File: src/hw/typec_consts.svh
`ifndef TYPEC_CONSTS_SVH
`define TYPEC_CONSTS_SVH

`define ADDR_MASK_LOW     8'h0e
`define ADDR_MASK_HIGH    8'h0f
`define ADDR_STATUS       8'h11
`define ADDR_CONN_TYPE    8'h13
`define ADDR_EVT_LOW      8'h14
`define ADDR_EVT_HIGH     8'h15

`define MASK_RST          8'h00
`define EVT_RST           8'h00
`define BYTE_ZERO         8'h00
`define MASK_LOW_BITS     8'h7f
`define MASK_HIGH_BITS    8'h06
`define EVT_LOW_BITS      8'h5f
`define EVT_HIGH_BITS     8'h06

`define B_CONNECT         0
`define B_DISCONNECT      1
`define B_LEVEL           2
`define B_AUTO            3
`define B_POWER           4
`define B_ORIENT          6
`define B_FORCE_DONE      1
`define B_FORCE_FAIL      2

`define ORIENT_NONE       2'h0
`define ORIENT_RESERVED   2'h3
`define LEVEL_NONE        2'h0

`define I2C_DEV_ADDR      7'h22
`define BIT_COUNT_FULL    4'h8
`define BIT_COUNT_ZERO    4'h0
`define BIT_COUNT_STEP    4'h1
`define PTR_STEP          8'h01

`endif

File: src/hw/typec_pkg.sv
package typec_pkg;

	typedef enum logic [2:0] {
		CONN_NONE,
		CONN_ATT_SRC,
		CONN_ATT_SNK,
		CONN_DBG_SNK,
		CONN_AUDIO,
		CONN_DBG_SRC_UNOR,
		CONN_DBG_SRC_OR
	} conn_state_t;

	typedef enum logic [3:0] {
		I2C_IDLE,
		I2C_ADDR,
		I2C_ADDR_ACK,
		I2C_PTR,
		I2C_PTR_ACK,
		I2C_WDATA,
		I2C_WDATA_ACK,
		I2C_RDATA,
		I2C_RDATA_ACK
	} i2c_state_t;

endpackage

File: src/hw/typec_event_mask_status.sv
// Functional notes
// - low mask bits 6 and 4..0 block their events
// - high mask bits 2,1 block force events
// - all mask bits reset to zero
// - pending bit held until master writes one
// - events latch regardless of mask
// - status bit 7 shows auto-sink active
// - status bit 6 shows bus near zero
// - status bits 5:4 report orientation
// - status bits 2:1 report sink current level
// - status bit 0 shows any attached state
// - type bit 6 debug source states
// - type bit 5 debug sink state
// - type bit 4 attached sink state
// - type bit 3 attached source state
// - type bit 2 Ra seen as source
// - type bits 1:0 audio with/without power
// - orientation event on leaving none
// - power change event on both edges
// - connect/disconnect events on partner_connected entry/exit
// - force done/failed events
`timescale 1ns/1ps
`include "typec_consts.svh"
module typec_event_mask_status
	import typec_pkg::*;
(
	input  logic        SYS_CLK,             // 10 MHz system clock
	input  logic        RST,                 // async reset, active high
	input  logic        SCL,                 // i2c clock pin
	input  logic        SDA_IN,              // i2c data pin level
	output logic        SDA_OUT,             // i2c data drive value
	output logic        SDA_OE_N,            // low while driving data pin
	output logic        INT_N,               // interrupt pin, active low
	input  conn_state_t CONN_STATE,          // connection state machine state
	input  logic        SUPPLY_ABOVE_THRESH, // supply above auto_consumer_threshold
	input  logic        AUTO_CONSUMER_EN,    // auto-sink function enable
	input  logic        BUS_POWER_NEAR_ZERO, // bus within safe zero range
	input  logic        BUS_POWER_VALID,     // bus valid indication
	input  logic [1:0]  ORIENT,              // orientation code
	input  logic [1:0]  CURRENT_LEVEL,       // cc current level code
	input  logic        RA_SEEN,             // Ra termination detected
	input  logic        SOURCE_ROLE,         // port configured as source
	input  logic        FORCE_DONE,          // forced role completed pulse
	input  logic        FORCE_FAILED         // forced role failed pulse
);
	logic [1:0] pins_sync;
	logic       scl_s;
	logic       sda_s;
	logic       scl_d;
	logic       sda_d;
	logic       start_cond;
	logic       stop_cond;
	logic       scl_rise;
	logic       scl_fall;

	i2c_state_t state;
	logic [3:0] bit_cnt;
	logic [7:0] shreg;
	logic [7:0] tx;
	logic [7:0] ptr;
	logic       rw;
	logic       master_ack;
	logic       wr_en;
	logic [7:0] rd_byte;

	logic [7:0] mask_low;
	logic [7:0] mask_high;
	logic [7:0] port_status;
	logic [7:0] connection_type;
	logic [7:0] pend_low;
	logic [7:0] pend_high;
	logic [7:0] set_low;
	logic [7:0] set_high;
	logic [7:0] clr_low;
	logic [7:0] clr_high;

	logic       auto_consumer_active;
	logic       partner_connected;
	logic [1:0] advertised_current_level;
	logic       prev_valid;
	logic       prev_auto;
	logic       prev_connected;
	logic [1:0] prev_orient;
	logic [1:0] prev_level;

	sync2 #(
		.WIDTH(2)
	) u_pin_sync (
		.clk(SYS_CLK),
		.rst(RST),
		.d  ({SCL, SDA_IN}),
		.q  (pins_sync)
	);

	assign scl_s = pins_sync[1];
	assign sda_s = pins_sync[0];

	always_ff @(posedge SYS_CLK or posedge RST) begin
		if (RST) begin
			scl_d <= 1'b1;
			sda_d <= 1'b1;
		end else begin
			scl_d <= scl_s;
			sda_d <= sda_s;
		end
	end

	assign start_cond = scl_s & scl_d & sda_d & ~sda_s;
	assign stop_cond  = scl_s & scl_d & ~sda_d & sda_s;
	assign scl_rise   = scl_s & ~scl_d;
	assign scl_fall   = ~scl_s & scl_d;
	assign SDA_OUT    = 1'b0;

	// i2c slave: address, register pointer, auto-incrementing data
	always_ff @(posedge SYS_CLK or posedge RST) begin
		if (RST) begin
			state      <= I2C_IDLE;
			bit_cnt    <= `BIT_COUNT_ZERO;
			shreg      <= `BYTE_ZERO;
			tx         <= `BYTE_ZERO;
			ptr        <= `BYTE_ZERO;
			rw         <= 1'b0;
			master_ack <= 1'b0;
			wr_en      <= 1'b0;
			SDA_OE_N   <= 1'b1;
		end else begin
			wr_en <= 1'b0;
			if (start_cond) begin
				state    <= I2C_ADDR;
				bit_cnt  <= `BIT_COUNT_ZERO;
				SDA_OE_N <= 1'b1;
			end else if (stop_cond) begin
				state    <= I2C_IDLE;
				SDA_OE_N <= 1'b1;
			end else if (scl_rise) begin
				case (state)
					I2C_ADDR, I2C_PTR, I2C_WDATA, I2C_RDATA: begin
						shreg   <= {shreg[6:0], sda_s};
						bit_cnt <= bit_cnt + `BIT_COUNT_STEP;
					end
					I2C_RDATA_ACK: begin
						master_ack <= ~sda_s;
					end
					default: begin
					end
				endcase
			end else if (scl_fall) begin
				case (state)
					I2C_ADDR: begin
						if (bit_cnt == `BIT_COUNT_FULL) begin
							if (shreg[7:1] == `I2C_DEV_ADDR) begin
								state    <= I2C_ADDR_ACK;
								rw       <= shreg[0];
								SDA_OE_N <= 1'b0;
							end else begin
								state <= I2C_IDLE;
							end
						end
					end
					I2C_ADDR_ACK: begin
						bit_cnt <= `BIT_COUNT_ZERO;
						if (rw) begin
							state    <= I2C_RDATA;
							tx       <= rd_byte;
							SDA_OE_N <= rd_byte[7];
						end else begin
							state    <= I2C_PTR;
							SDA_OE_N <= 1'b1;
						end
					end
					I2C_PTR: begin
						if (bit_cnt == `BIT_COUNT_FULL) begin
							state    <= I2C_PTR_ACK;
							ptr      <= shreg;
							SDA_OE_N <= 1'b0;
						end
					end
					I2C_PTR_ACK, I2C_WDATA_ACK: begin
						state    <= I2C_WDATA;
						bit_cnt  <= `BIT_COUNT_ZERO;
						SDA_OE_N <= 1'b1;
						if (state == I2C_WDATA_ACK) begin
							ptr <= ptr + `PTR_STEP;
						end
					end
					I2C_WDATA: begin
						if (bit_cnt == `BIT_COUNT_FULL) begin
							state    <= I2C_WDATA_ACK;
							wr_en    <= 1'b1;
							SDA_OE_N <= 1'b0;
						end
					end
					I2C_RDATA: begin
						if (bit_cnt == `BIT_COUNT_FULL) begin
							state    <= I2C_RDATA_ACK;
							ptr      <= ptr + `PTR_STEP;
							SDA_OE_N <= 1'b1;
						end else begin
							tx       <= {tx[6:0], 1'b0};
							SDA_OE_N <= tx[6];
						end
					end
					I2C_RDATA_ACK: begin
						bit_cnt <= `BIT_COUNT_ZERO;
						if (master_ack) begin
							state    <= I2C_RDATA;
							tx       <= rd_byte;
							SDA_OE_N <= rd_byte[7];
						end else begin
							state <= I2C_IDLE;
						end
					end
					default: begin
						SDA_OE_N <= 1'b1;
					end
				endcase
			end
		end
	end

	// register read mux; unmapped addresses read zero
	always_comb begin
		case (ptr)
			`ADDR_MASK_LOW:  rd_byte = mask_low;
			`ADDR_MASK_HIGH: rd_byte = mask_high;
			`ADDR_STATUS:    rd_byte = port_status;
			`ADDR_CONN_TYPE: rd_byte = connection_type;
			`ADDR_EVT_LOW:   rd_byte = pend_low;
			`ADDR_EVT_HIGH:  rd_byte = pend_high;
			default:         rd_byte = `BYTE_ZERO;
		endcase
	end

	// mask registers; reserved bits stay zero
	always_ff @(posedge SYS_CLK or posedge RST) begin
		if (RST) begin
			mask_low  <= `MASK_RST;
			mask_high <= `MASK_RST;
		end else if (wr_en) begin
			if (ptr == `ADDR_MASK_LOW) begin
				mask_low <= shreg & `MASK_LOW_BITS;
			end
			if (ptr == `ADDR_MASK_HIGH) begin
				mask_high <= shreg & `MASK_HIGH_BITS;
			end
		end
	end

	assign clr_low  = (wr_en && ptr == `ADDR_EVT_LOW) ? shreg : `BYTE_ZERO;
	assign clr_high = (wr_en && ptr == `ADDR_EVT_HIGH) ? shreg : `BYTE_ZERO;

	// derived port state
	assign auto_consumer_active = SUPPLY_ABOVE_THRESH | ~AUTO_CONSUMER_EN;
	assign partner_connected    = CONN_STATE != CONN_NONE;
	assign advertised_current_level = (CONN_STATE == CONN_ATT_SNK) ?
		CURRENT_LEVEL : `LEVEL_NONE;

	// read-only status bytes, refreshed every cycle
	always_ff @(posedge SYS_CLK or posedge RST) begin
		if (RST) begin
			port_status     <= `BYTE_ZERO;
			connection_type <= `BYTE_ZERO;
		end else begin
			port_status <= {auto_consumer_active,
				BUS_POWER_NEAR_ZERO,
				ORIENT,
				BUS_POWER_VALID,
				advertised_current_level,
				partner_connected};
			connection_type <= {1'b0,
				CONN_STATE == CONN_DBG_SRC_UNOR || CONN_STATE == CONN_DBG_SRC_OR,
				CONN_STATE == CONN_DBG_SNK,
				CONN_STATE == CONN_ATT_SNK,
				CONN_STATE == CONN_ATT_SRC,
				RA_SEEN & SOURCE_ROLE,
				CONN_STATE == CONN_AUDIO && BUS_POWER_VALID,
				CONN_STATE == CONN_AUDIO && !BUS_POWER_VALID};
		end
	end

	// previous values for change detection
	always_ff @(posedge SYS_CLK or posedge RST) begin
		if (RST) begin
			prev_valid     <= 1'b0;
			prev_auto      <= 1'b0;
			prev_connected <= 1'b0;
			prev_orient    <= `ORIENT_NONE;
			prev_level     <= `LEVEL_NONE;
		end else begin
			prev_valid     <= BUS_POWER_VALID;
			prev_auto      <= auto_consumer_active;
			prev_connected <= partner_connected;
			prev_orient    <= ORIENT;
			prev_level     <= advertised_current_level;
		end
	end

	always_comb begin
		set_low = `BYTE_ZERO;
		set_low[`B_CONNECT]    = partner_connected & ~prev_connected;
		set_low[`B_DISCONNECT] = ~partner_connected & prev_connected;
		set_low[`B_LEVEL]      = advertised_current_level != prev_level;
		set_low[`B_AUTO]       = AUTO_CONSUMER_EN & (auto_consumer_active != prev_auto);
		set_low[`B_POWER]      = BUS_POWER_VALID != prev_valid;
		set_low[`B_ORIENT]     = prev_orient == `ORIENT_NONE &&
			ORIENT != `ORIENT_NONE && ORIENT != `ORIENT_RESERVED;
		set_high = `BYTE_ZERO;
		set_high[`B_FORCE_DONE] = FORCE_DONE;
		set_high[`B_FORCE_FAIL] = FORCE_FAILED;
	end

	// pending bits latch whatever the mask says
	event_latch u_evt_low (
		.clk    (SYS_CLK),
		.rst    (RST),
		.set    (set_low),
		.clr    (clr_low),
		.impl   (`EVT_LOW_BITS),
		.pending(pend_low)
	);

	event_latch u_evt_high (
		.clk    (SYS_CLK),
		.rst    (RST),
		.set    (set_high),
		.clr    (clr_high),
		.impl   (`EVT_HIGH_BITS),
		.pending(pend_high)
	);

	// pin low while any unmasked pending bit remains
	always_ff @(posedge SYS_CLK or posedge RST) begin
		if (RST) begin
			INT_N <= 1'b1;
		end else begin
			INT_N <= ~(|(pend_low & ~mask_low & `EVT_LOW_BITS) |
				|(pend_high & ~mask_high & `EVT_HIGH_BITS));
		end
	end
endmodule

File: src/hw/sync2.sv
`timescale 1ns/1ps
module sync2 #(
	parameter int WIDTH = 1
) (
	input  logic             clk,   // sampling clock
	input  logic             rst,   // async reset, active high
	input  logic [WIDTH-1:0] d,     // asynchronous input
	output logic [WIDTH-1:0] q      // synchronised output
);
	logic [WIDTH-1:0] meta;

	always_ff @(posedge clk or posedge rst) begin
		if (rst) begin
			meta <= '1;
			q    <= '1;
		end else begin
			meta <= d;
			q    <= meta;
		end
	end
endmodule

File: src/hw/event_latch.sv
`timescale 1ns/1ps
`include "typec_consts.svh"
module event_latch (
	input  logic       clk,      // system clock
	input  logic       rst,      // async reset, active high
	input  logic [7:0] set,      // event pulses
	input  logic [7:0] clr,      // write-one-to-clear strobes
	input  logic [7:0] impl,     // implemented bit positions
	output logic [7:0] pending   // latched events
);
	// set wins over a clear in the same cycle
	always_ff @(posedge clk or posedge rst) begin
		if (rst) begin
			pending <= `EVT_RST;
		end else begin
			pending <= ((pending & ~clr) | set) & impl;
		end
	end
endmodule

File: config.mk
export PLATFORM = sky130hd
export DESIGN_NAME = typec_event_mask_status
export DESIGN_NICKNAME = d
export VERILOG_FILES = /design/src/hw/typec_pkg.sv /design/src/hw/typec_event_mask_status.sv /design/src/hw/sync2.sv /design/src/hw/event_latch.sv
export VERILOG_INCLUDE_DIRS = /design/src /design/src/hw
export SDC_FILE = /design/constraint.sdc
export NUM_CORES = 1
export LEC_CHECK = 0
export ABC_AREA = 1
export BUFFER_PORTS_ARGS = -buffer_cell sky130_fd_sc_hd__buf_2
export CORE_MARGIN = 3
export CORE_UTILIZATION = 25
export CTS_BUF_LIST = sky130_fd_sc_hd__clkbuf_4 sky130_fd_sc_hd__clkbuf_8
export CTS_CLUSTER_DIAMETER = 150
export CTS_CLUSTER_SIZE = 16
export DETAILED_ROUTE_END_ITERATION = 16
export GPL_TIMING_DRIVEN = 0
export SYNTH_ARGS = -nofsm -noshare
export SYNTH_HDL_FRONTEND = slang
export SYNTH_HIERARCHICAL = 1
export SYNTH_SLANG_ARGS = --single-unit
File: constraint.sdc
create_clock -name SYS_CLK -period 2.4 [get_ports SYS_CLK]
set_clock_uncertainty 0.05 [all_clocks]
set_input_delay 0 -clock SYS_CLK [delete_from_list [all_inputs] [get_ports SYS_CLK]]
set_output_delay 0 -clock SYS_CLK [all_outputs]
set_load 0.005 [all_outputs]
# Yosys cells after proc, flatten, opt, wreduce, memory -nomap -nowiden

Cells that the tools add are included.

Output and inout bits: 3
Bits in registers: 81
Bits of input ports: 19
Word-level logic and storage cells: 183

Reduce and logical (&&, ||, !) cells: 33
Bitwise gates (word level): 34
Muxes and demuxes: 47
$add $sub $neg: 2
Eq/ne operators: 42

Operators by type and width:

| cell                 | number |
|---|---|
| $mux W4              | 14 |
| $pmux W8 S6          | 1 |
| $eq A8 B5 Y1 const B | 4 |
| $mux W7              | 4 |
| $pmux W4 S7          | 1 |
| $mux W8              | 3 |
| $ne A4 B4 Y1 const B | 6 |
| $pmux W8 S3          | 1 |
| $pmux W7 S3          | 1 |
| $reduce_bool A3 Y1   | 6 |
| $eq A4 B3 Y1 const B | 4 |
| $eq A8 B4 Y1 const B | 2 |
| $mux W1              | 16 |
| $ne A2 B2 Y1 const B | 8 |
| $reduce_and A8 Y1    | 2 |
| $and A7 B7 Y7        | 2 |
| $not A7 Y7           | 2 |
| $reduce_and A7 Y1    | 2 |
| $reduce_and A4 Y1    | 3 |
| $and A1 B1 Y1        | 11 |
| $not A1 Y1           | 11 |
| $eq A3 B3 Y1 const B | 3 |
| $mux W3              | 3 |
| $reduce_bool A9 Y1   | 1 |
| other kinds (30)     | 47 |

# Depth between registers and ports, before layout

Gate-level depths: netlist (run 1).

Word-level depth: 8
Gate-level depth with buffers: 11
Mapped depth without buffers: 11

# Hierarchy

The synthesis (run 1) kept the hierarchy.

Modules (own cells, without submodules):

| module                  | cells each | seq. area each (µm²) | area an instance (µm²) | times used |
|---|---|---|---|---|
| typec_event_mask_status | 514        | 1556.5               | 3819.9                 | 1 |
| event_latch             | 49         | 200.2                | 394.1                  | 2 |
| sync2                   | 5          | 105.1                | 108.9                  | 1 |

# Worst setup path before layout (run 1)

Ideal clock, no wire load.

Path type: reg-to-reg
Start point: register ptr[1]
End point: register u_evt_high.pending[1]
Period minus slack after synthesis: 1.674 ns
Path buffers: 0
Setup time: 0.117 ns
Required time: 2.233 ns
Cell stages (with the launch flop): 10
Arrival time: 1.507 ns
Path slack: 0.726 ns
Cells stage by stage: dfrtp_1 > inv_1 > ha_1 > inv_1 > nor2_1 > nand3_1 > nor2_1 > inv_1 > nand2_1 > a21oi_2

Cells in the longest elaborated chain, start to end: 6

Ends and longest elaborated chain:

| item                          | line                           | RTL |
|---|---|---|
| from (decl)                   | typec_event_mask_status.sv:60  | `logic [7:0] ptr;` |
| from (signal assigned)        | typec_event_mask_status.sv:121 | `` ptr <= `BYTE_ZERO; `` |
| from (signal assigned)        | typec_event_mask_status.sv:174 | `ptr <= shreg;` |
| from (signal assigned)        | typec_event_mask_status.sv:183 | `` ptr <= ptr + `PTR_STEP; `` |
| $eq A8 B5 Y1                  | n/a                            |  |
| $logic_and A1 B1 Y1 (no line) | n/a                            |  |
| $mux W3 (no line)             | n/a                            |  |
| net clr_high[1]               | typec_event_mask_status.sv:75  | `logic [7:0] clr_high;` |
| $not A3 Y3                    | event_latch.sv:16              | `pending <= ((pending & ~clr) \| set) & impl;` |
| $and A3 B3 Y3                 | event_latch.sv:16              |  |
| $or A3 B3 Y3                  | event_latch.sv:16              |  |
| to (signal assigned)          | event_latch.sv:14              | `` pending <= `EVT_RST; `` |
| to (signal assigned)          | event_latch.sv:16              |  |
| to (decl)                     | event_latch.sv:9               | `output logic [7:0] pending` |

The timed path passes the listed nets, and every way through them passes these cells.
A chain may end at the register's enable or synchronous reset.

# Final worst setup path (run 1)

Start point: register ptr[0]
End point: register u_evt_low.pending[6]

Cells in the longest elaborated chain, start to end: 6

Ends and longest elaborated chain:

| item                          | line                          | RTL |
|---|---|---|
| $eq A8 B5 Y1                  | n/a                           |  |
| $logic_and A1 B1 Y1 (no line) | n/a                           |  |
| $mux W7 (no line)             | n/a                           |  |
| net clr_low[6]                | typec_event_mask_status.sv:74 | `logic [7:0] clr_low;` |
| $not A7 Y7                    | event_latch.sv:16             |  |
| $and A7 B7 Y7                 | event_latch.sv:16             |  |
| $or A7 B7 Y7                  | event_latch.sv:16             |  |
| to (signal assigned)          | event_latch.sv:14             |  |
| to (signal assigned)          | event_latch.sv:16             |  |
| to (decl)                     | event_latch.sv:9              |  |

The timed path passes the listed nets, and every way through them passes these cells.

==> flow_summary.yaml, run 1 <==
status:
  status: "finished clean"
global_route:
  gr-total-overflow: 0
  grt_first_pass_wirelength_mm: 19.08
  grt_pass1_vias: 3859
  grt_start_max_net_pins: 37
  grt_use_total_pct: 11.78
  antenna_found_initial: 0
layout:
  layout.nets: 718
  drive_gt1_share_pct: 18.05
  final.fill_count: 1979
  syn2layout_area_growth_pct: 19.36
  design_area_mm2: 0.005630
  antenna_cells: 0
placed_design:
  place_congestion: 0.8787
  io_buffers: 20
  placed_cell_area_mm2: 0.005210
  hpwl_mm: 8.410
floorplan:
  die_h_um: 143.4
  rows: 49
  num_io_pins: 22
  dieArea_mm2: 0.02055
  start_util_pct: 25.82
  coreArea_mm2: 0.01827
  die_x_um: 143.4
pwr:
  vdd_ir_drop_max_mv: 0.3166
  p_switching_mw: 0.7412
  power.share.sequential_pct: 52.6
  clock_power_share_pct: 37.7
  power.density_mw_per_mm2: 499.0
  combPwrFrac_pct: 9.8
  intPower_mw: 2.068
  switching_share_pct: 26.38
  p_leak_nw: 2.712
yosys:
  avgSynthCellArea_um2: 7.645
  ys_ff_latch: 82
  async_flop_share_pct: 100.0
  synthesis.area_mm2: 0.004717
  ys_warn_count: 6
  yosysSeqAreaShare_pct: 43.71
  synth_cells: 617
  synthDistinctLibCells: 41
  synth_edf_count: 0
  synth-main-ff-cell: "dfrtp_1"
worst_setup_path:
  rr_startpoint: "ptr[0]"
  crit_path_max_fanout: 9
  path_class: "reg2reg"
  crit_path_start_kind: "flop"
  endpoint: "u_evt_low/pending[6]"
  end_kind: "flop"
  rr_worst_depth: 9
  crit_start: "ptr[0]"
  critPathRequiredTime_ps: 2620
  cp.arrival_ps: 2310
  r2r_slack_ps: 320
  rr_endpoint: "u_evt_low/pending[6]"
clock_tree:
  cts_tree: "yes"
  postCtsSetupBuffers: 0
  clk_latency_ps: 380
  clkTransAtPathRegs_ps: 90
  clock_sinks: 82
  cts_max_level: 3
  root_buffer: "clkbuf_8"
  cts_buffers: 9
  clk_path_buf_depth: 2
sta:
  max_slew.worst_pin.slew_ps: 694.7
  maxSlewViolCount: 0
  timing.slew.headroom_pct: 53.51
  final-hold-violation-count: 0
  min_period_over_period_pct: 86.82
  tns_ps: 0
  max_freq_ghz: 0.4799
  rsz0062_at_grt: "false"
  setup_viol_count_final: 0
  period_needed_ps: 2084
flow_run:
  cap_violations: 0
drt:
  first_pass_iters: 4
  ant_nets: 0
  viasPerCell: 4.290
  routed_wl_mm: 11.04
  vias: 3977
  drt_iter0_markers: 349
  wire_per_inst_um: 11.91
  post-route-drc-count: 0
hold_path:
  hold_class: "in2async"
-- how the worst min path moves through the flow --
stage	start	end	slack (ps)	cells after the start
6_report	RST	u_evt_high/pending[6]	120	3
5_1_grt	RST	u_evt_low/pending[2]	160	3
4_1_cts	RST	u_evt_high/pending[6]	130	3
3_5_place_dp	RST	u_evt_high/pending[6]	-8	2
3_3_place_gp	RST	u_evt_high/pending[6]	-10	2
2_1_floorplan	RST	u_evt_high/pending[0]	-230	1
-- critical path, stage by stage, from the launching register on --
cell     delay, ps
dfrtp_1        430
inv_1          160
ha_1           160
inv_1           40
nor2_2         350
nand3_1        380
nor2_1         230
inv_1           60
nand2_1         80
a21oi_2         50
-- flip-flops by register name, summed over array words and instances, names as in the netlist, 4 cells and up --
name / count
mask_low: 7
u_evt_low/pending: 8
tx: 7
connection_type: 7
shreg: 8
ptr: 8
port_status: 6
u_evt_high/pending: 8
bit_cnt: 4
state: 4
-- metal layers --
layer  GRT usage, %  vias to the layer above  part of all wire, %
li1               -                     2058                    -
met1          15.65                     1837                   48
met2          18.66                       67                   46
met3          3.161                       15                  4.1
met4          3.964                        0                  2.0
met5              0                        -                    0
-- power groups by stage --
stage          clock network [mW]  logic (mW)  registers (mW)
5_1_grt                      1.16       0.317            1.49
6_report                     1.06       0.274            1.48
3_5_place_dp                    0       0.253            1.51
2_1_floorplan                   0       0.173            1.49
3_3_place_gp                    0       0.245            1.51
4_1_cts                      1.10       0.278            1.48
-- cells in the mapped netlist, types with 2 or more instances --
library cell  instances  area (um2)
nand4_1              11       68.82
o22ai_1               2       12.51
o21ai_0              33       165.2
a21oi_1               3       15.01
o21ai_2               7       61.31
nand2_4               3       33.78
conb_1                2       7.510
or2_2                 3       18.77
xor2_1                6       52.55
a21oi_2              22       192.7
o21bai_1              4       30.03
ha_1                  6       75.07
dfrtp_1              74        1852
nand3_1              63       315.3
buf_2                 4       20.02
o21ai_1               2       10.01
nand2_1             133       499.2
inv_1               108       405.4
nand3b_1              2       15.01
buf_4                 3       22.52
nand3_2               3       30.03
nor2_1               72       270.3
nor2_4                3       33.78
nor2_2               12       75.07
buf_6                 2       22.52
inv_2                 5       18.77
nand2_2               5       31.28
dfstp_2               8       210.2
nor3_1                4       20.02
-- area by class of cell --
cell class / instances / area (um2) / area share [%]
inverter: 114 / 430.4 / 7.644
tap: 229 / 286.5 / 5.089
timing repair buffer: 42 / 330.3 / 5.867
clock buffer: 11 / 145.1 / 2.578
sequential: 82 / 2062 / 36.62
buffer: 11 / 82.58 / 1.467
multi-input combinational: 433 / 2231 / 39.62
clock inverter: 5 / 62.56 / 1.111
-- through the flow --
stage,std cells,worst slack (ps),util (%),total power [mW],hold slack [ps]
floorplan,640,725.5,-,1.666,-234.3
global placement,889,-214.7,28.41,1.750,-9.546
detailed placement,890,252.2,28.52,1.759,-7.760
CTS,927,223.6,30.80,2.858,132.6
global route,927,127.0,30.82,2.962,161.3
finish,927,316.2,30.82,2.810,123.1
-- cells by family (layout without fill, tap and decap cells) --
kind of cell	count (synthesis)	count (layout)	synth area share [%]
AO/OA/AOI/OAI	77	77	11.27
XOR/XNOR	7	7	1.300
adder cells (fa/ha/maj)	6	6	1.591
buffers and inverters	125	183	10.88
flip-flops	82	82	43.71
other	2	25	0.1592
AND/OR/NAND/NOR	318	318	31.09
-- cell usage in the layout (no fill, tap or decap), drive strengths merged --
cell and count:
ha 6, a21oi 26, o2111ai 1, nand3b 2
clkbuf 13, o21ai 42, nor2 88, nand3 67
clkinv 1, nor3b 1, o211ai 2, xor2 6
o21bai 4, dfrtp 74, nand4 11, buf 30
o22ai 2, bufinv 1, dlygate4sd3 21, xnor2 1
dfstp 8, or2 3, conb 25, inv 115
nand2 141, nor3 5, clkinvlp 2
-- what timing repair did --
action | CTS | global route
resized for setup | 0 | 1
endpoints found under the hold margin | 67 | 0
endpoints found under the setup margin | 0 | 2
hold buffers | 21 | 0
(Power assumes the default switching activity.)
==> inputs of run 2 (changes only) <==
--- a/config.mk
+++ b/config.mk
@@ -15,6 +15,7 @@
 export CTS_CLUSTER_SIZE = 16
 export DETAILED_ROUTE_END_ITERATION = 16
 export GPL_TIMING_DRIVEN = 0
+export PLACE_DENSITY_LB_ADDON = 0.3
 export SYNTH_ARGS = -nofsm -noshare
 export SYNTH_HDL_FRONTEND = slang
 export SYNTH_HIERARCHICAL = 1
==> flow_summary.yaml, run 2 (synthesized netlist as in run 1, its figures left out) <==
clock_tree:
  cts_tree: "yes"
  clkTransAtPathRegs_ps: 100
  root_buffer: "clkbuf_8"
  clk_path_buf_depth: 2
  clk_latency_ps: 380
  cts_max_level: 3
  cts_buffers: 9
  clock_sinks: 82
global_route:
  grt_use_total_pct: 12.21
  antenna_found_initial: 0
  gr-total-overflow: 0
  grt_pass1_vias: 3698
  grt_start_max_net_pins: 63
  grt_first_pass_wirelength_mm: 19.40
drt:
  post-route-drc-count: 0
  wire_per_inst_um: 12.74
  viasPerCell: 4.319
  drt_iter0_markers: 207
  ant_nets: 0
  routed_wl_mm: 11.80
  vias: 3999
  first_pass_iters: 5
placed_design:
  hpwl_mm: 8.574
  placed_cell_area_mm2: 0.005192
  place_ws_ps: 180.5
  place_congestion: 0.8368
  io_buffers: 20
  placed_cells_incl_taps: 889
worst_setup_path:
  slowest_stage: "dfrtp_1"
  max_stage_delay_ps: 430
  crit_path_start_kind: "flop"
  r2r_slack_ps: 350
  rr_endpoint: "u_evt_low/pending[2]"
  path_delay_family: "simple AND/OR/NAND/NOR gates"
  end_kind: "flop"
  path_buf_inv: 3
  crit_path_max_fanout: 9
  rr_worst_depth: 9
  cp.arrival_ps: 2280
  crit_path_cell_trace: "inv_1 -> ha_1 -> inv_1 -> nor2_2 -> nand3_1 -> nor2_1 -> inv_1 -> nand2_1 -> a21oi_2"
  critPathMostFrequentCell: "inv_1"
  path_class: "reg2reg"
  critPathRequiredTime_ps: 2630
  rr_startpoint: "ptr[0]"
pwr:
  p_switching_mw: 0.8141
  switching_share_pct: 29.28
  p_leak_nw: 2.703
  clock_power_share_pct: 37.0
  intPower_mw: 1.966
  power.density_mw_per_mm2: 496.7
  power.share.sequential_pct: 53.2
  vdd_ir_drop_max_mv: 0.2473
  combPwrFrac_pct: 9.8
layout:
  final.fill_count: 2014
  design_area_mm2: 0.005598
  final_common_cell: "nand2_1"
  final-instance-count-excl-fill: 926
  drive_gt1_share_pct: 17.93
  layout.nets: 717
  final_cell_mix: "nand2_1, inv_1, dfrtp_1"
  antenna_cells: 0
  syn2layout_area_growth_pct: 18.67
  post-route-util_pct: 30.64
sta:
  tns_ps: 0
  setup_viol_count_final: 0
  maxSlewViolCount: 0
  rsz0062_at_grt: "false"
  final-hold-violation-count: 0
  max_slew.worst_pin.slew_ps: 820.9
  max_freq_ghz: 0.4886
  setup_slack_ps: 353.1
  min_period_over_period_pct: 85.29
  period_needed_ps: 2047
  timing.slew.headroom_pct: 45.27
hold_path:
  hold_class: "in2async"
floorplan:
  rows: 49
  die_h_um: 143.4
  coreArea_mm2: 0.01827
  die_x_um: 143.4
  num_io_pins: 22
  dieArea_mm2: 0.02055
  start_util_pct: 25.82
status:
  status: "finished clean"
flow_run:
  cap_violations: 0
## run 2: cell count changes in the layout (fill, tap and decap cells not counted), sizes merged
cell,before,now
bufinv,1,0
buf,30,29
clkinv,1,2
clkbuf,13,12
inv,115,118
clkinvlp,2,0
## run 2: power by group through the flow
| stage | Sequential [mW] | Clock, mW | Combinational (mW) |
|---|---|---|---|
| finish | 1.48 | 1.03 | 0.272 |
| global route | 1.49 | 1.11 | 0.314 |
| CTS | 1.48 | 1.06 | 0.277 |
| detailed placement | 1.51 | 0 | 0.251 |
| global placement | 1.51 | 0 | 0.248 |
| floorplan | 1.49 | 0 | 0.173 |
## run 2: routing by layer
| layer | share of wire, % | global-route usage, % |
|---|---|---|
| met3 | 4.0 | 2.030 |
| met1 | 50 | 17.51 |
| met5 | 0 | 0 |
| met2 | 45 | 18.43 |
| met4 | 1.7 | 4.708 |
## run 2: final cells by class
type	count	area, um2	area share, %
multi-input cells	433	2231	39.85
flip-flops and latches	82	2062	36.84
inverters	114	432.9	7.734
repair buffers	41	310.3	5.543
well taps	229	286.5	5.118
clock buffers	10	137.6	2.459
plain buffers	11	82.58	1.475
clock inverters	6	55.05	0.9835
## run 2: repair_timing
action / 4_1_cts / 5_1_grt
hold endpoints to repair: 102 / 0
resized for setup: 0 / 1
setup buffers: 0 / 0
setup endpoints to repair: 0 / 2
hold buffers: 21 / 0
## run 2: worst max-delay path by stage
| stage | startpoint | endpoint | slack, ps | depth (start not counted) |
|---|---|---|---|---|
| after detailed placement | ptr[1] | u_evt_high/pending[1] | 180 | 9 |
| after global placement | RST | prev_level[0] | -270 | 2 |
| final | ptr[0] | u_evt_low/pending[2] | 350 | 9 |
| after floorplan | ptr[1] | u_evt_high/pending[1] | 730 | 9 |
| after CTS | ptr[1] | u_evt_high/pending[2] | 150 | 9 |
| after global routing | ptr[0] | u_evt_low/pending[4] | 140 | 9 |
## run 2: worst register-to-register path, delay by kind of cell, from the launching register on
kind	cells	cell delay (ps)
and+or+nand+nor	4	1000
adders and majority gates	1	170
AOI/OAI and AO/OA	1	50
DFF	1	430
buffers and inverters	3	260
## run 2: metrics by stage
step / power, mW / hold WS [ps]
floorplan: 1.666 / -234.3
global placement: 1.755 / -8.616
detailed placement: 1.759 / 4.523
CTS: 2.822 / 122.9
global route: 2.909 / 170.6
finish: 2.780 / 116.9
==> inputs of run 3 (changes only) <==
--- a/config.mk
+++ b/config.mk
@@ -7,7 +7,8 @@
 export NUM_CORES = 1
 export LEC_CHECK = 0
 export ABC_AREA = 1
-export BUFFER_PORTS_ARGS = -buffer_cell sky130_fd_sc_hd__buf_2
+export BUFFER_PORTS_ARGS = -buffer_cell sky130_fd_sc_hd__buf_4
+export CAP_MARGIN = 0
 export CORE_MARGIN = 3
 export CORE_UTILIZATION = 25
 export CTS_BUF_LIST = sky130_fd_sc_hd__clkbuf_4 sky130_fd_sc_hd__clkbuf_8
==> flow_summary.yaml, run 3 (synthesized netlist as in run 1, its figures left out) <==
clock_tree:
  cts_tree: "yes"
  clk_path_buf_depth: 2
  clk_latency_ps: 380
  cts_max_level: 3
  clock_sinks: 82
  clkTransAtPathRegs_ps: 80
  root_buffer: "clkbuf_8"
  cts_buffers: 9
pwr:
  power.density_mw_per_mm2: 486.0
  vdd_ir_drop_max_mv: 0.2276
  p_leak_nw: 2.705
floorplan:
  die_h_um: 143.4
  rows: 49
  start_util_pct: 25.82
  dieArea_mm2: 0.02055
  coreArea_mm2: 0.01827
  die_x_um: 143.4
  num_io_pins: 22
worst_setup_path:
  cp.arrival_ps: 2240
  slowest_stage: "dfrtp_1"
  critPathMostFrequentCell: "inv_1"
  crit_path_cell_trace: "inv_1 -> ha_1 -> inv_1 -> nor2_2 -> nand3_1 -> nor2_1 -> inv_1 -> nand2_1 -> a21oi_2"
  crit_path_start_kind: "flop"
  crit_path_max_fanout: 8
  critPathRequiredTime_ps: 2610
  r2r_slack_ps: 380
  rr_worst_depth: 9
  path_class: "reg2reg"
  rr_endpoint: "u_evt_high/pending[1]"
  max_stage_delay_ps: 420
  end_kind: "flop"
  rr_startpoint: "ptr[1]"
layout:
  drive_gt1_share_pct: 17.93
  post-route-util_pct: 30.88
  final_cell_mix: "nand2_1, inv_1, dfrtp_1"
  layout.nets: 717
  syn2layout_area_growth_pct: 19.60
  final-instance-count-excl-fill: 926
  final.fill_count: 1974
  antenna_cells: 0
  final_common_cell: "nand2_1"
sta:
  min_period_over_period_pct: 84.27
  timing.slew.headroom_pct: 46.92
  setup_viol_count_final: 0
  max_slew.worst_pin.slew_ps: 796.3
  final-hold-violation-count: 0
  max_freq_ghz: 0.4944
  rsz0062_at_grt: "false"
  period_needed_ps: 2023
  tns_ps: 0
  maxSlewViolCount: 0
  setup_slack_ps: 377.5
drt:
  wire_per_inst_um: 12.57
  drt_iter0_markers: 275
  routed_wl_mm: 11.64
  post-route-drc-count: 0
  vias: 3946
  ant_nets: 0
  viasPerCell: 4.261
  first_pass_iters: 4
flow_run:
  cap_violations: 0
placed_design:
  place_ws_ps: 164.0
  io_buffers: 20
  placed_cells_incl_taps: 889
  hpwl_mm: 8.506
  place_congestion: 0.8318
hold_path:
  hold_class: "in2async"
global_route:
  grt_first_pass_wirelength_mm: 19.56
  gr-total-overflow: 0
  grt_pass1_vias: 3736
  grt_start_max_net_pins: 63
  grt_use_total_pct: 12.16
  antenna_found_initial: 0
status:
  status: "finished clean"
run 3: cell count changes in the layout (fill, tap and decap cells not counted):
cell	before	now
buf_2	24	4
buf_4	3	23
clkinvlp_4	0	3
clkinv_4	2	1
inv_6	3	2
inv_8	1	0
run 3: layout make-up:
cell class | count | area (um2) | share of cell area [%]
buffer | 11 | 82.58 | 1.464
sequential | 82 | 2062 | 36.55
inverter | 114 | 432.9 | 7.674
clock inverter | 6 | 48.80 | 0.8649
multi-input combinational | 433 | 2231 | 39.54
timing repair buffer | 41 | 360.3 | 6.387
clock buffer | 10 | 137.6 | 2.440
tap | 229 | 286.5 | 5.079
run 3: worst max-delay path by stage:
stage                     startpoint               endpoint  slack [ps]  cells past startpoint
after floorplan               ptr[1]  u_evt_high/pending[1]         730                      9
after global placement           RST          prev_level[0]        -270                      2
after detailed placement      ptr[1]  u_evt_high/pending[2]         160                      9
after CTS                     ptr[1]  u_evt_high/pending[2]         140                      9
after global routing          ptr[0]   u_evt_low/pending[1]         180                      9
final                         ptr[1]  u_evt_high/pending[1]         380                      9
run 3: metrics by stage:
step / power [mW] / hold WS [ps] / cell area, um2
floorplan: 1.666 / -234.3 / 4803
global placement: 1.766 / -34.43 / 5240
detailed placement: 1.767 / -25.39 / 5243
CTS: 2.780 / 124.6 / 5639
global route: 2.881 / 167.4 / 5642
finish: 2.742 / 126.4 / 5642
run 3: power by group:
group	total [mW]	internal, mW	switching, mW
clock	0.979	0.413	0.566
combinational	0.284	0.109	0.174
sequential	1.48	1.44	0.0387
run 3: worst max-delay path: cells and delay by family, from the launching register on:
kind | cells | cell delay [ps]
fa+ha+maj | 1 | 160
buf+inv | 3 | 240
simple gates | 4 | 1000
compound gates | 1 | 50
flops | 1 | 420
run 3: timing repair:
| action | CTS | global route |
|---|---|---|
| setup endpoints to repair | 0 | 2 |
| hold buffers | 21 | 0 |
| hold endpoints to repair | 102 | 0 |
| gates resized for setup | 0 | 1 |
| setup buffers | 0 | 0 |
run 3: routing by layer:
metal	vias to the layer above	wire length, um	GRT usage [%]
met5	-	0	0
met4	0	156	3.518
met3	12	369	2.596
met2	50	5289	18.58
met1	1833	5822	17.39
li1	2051	-	-
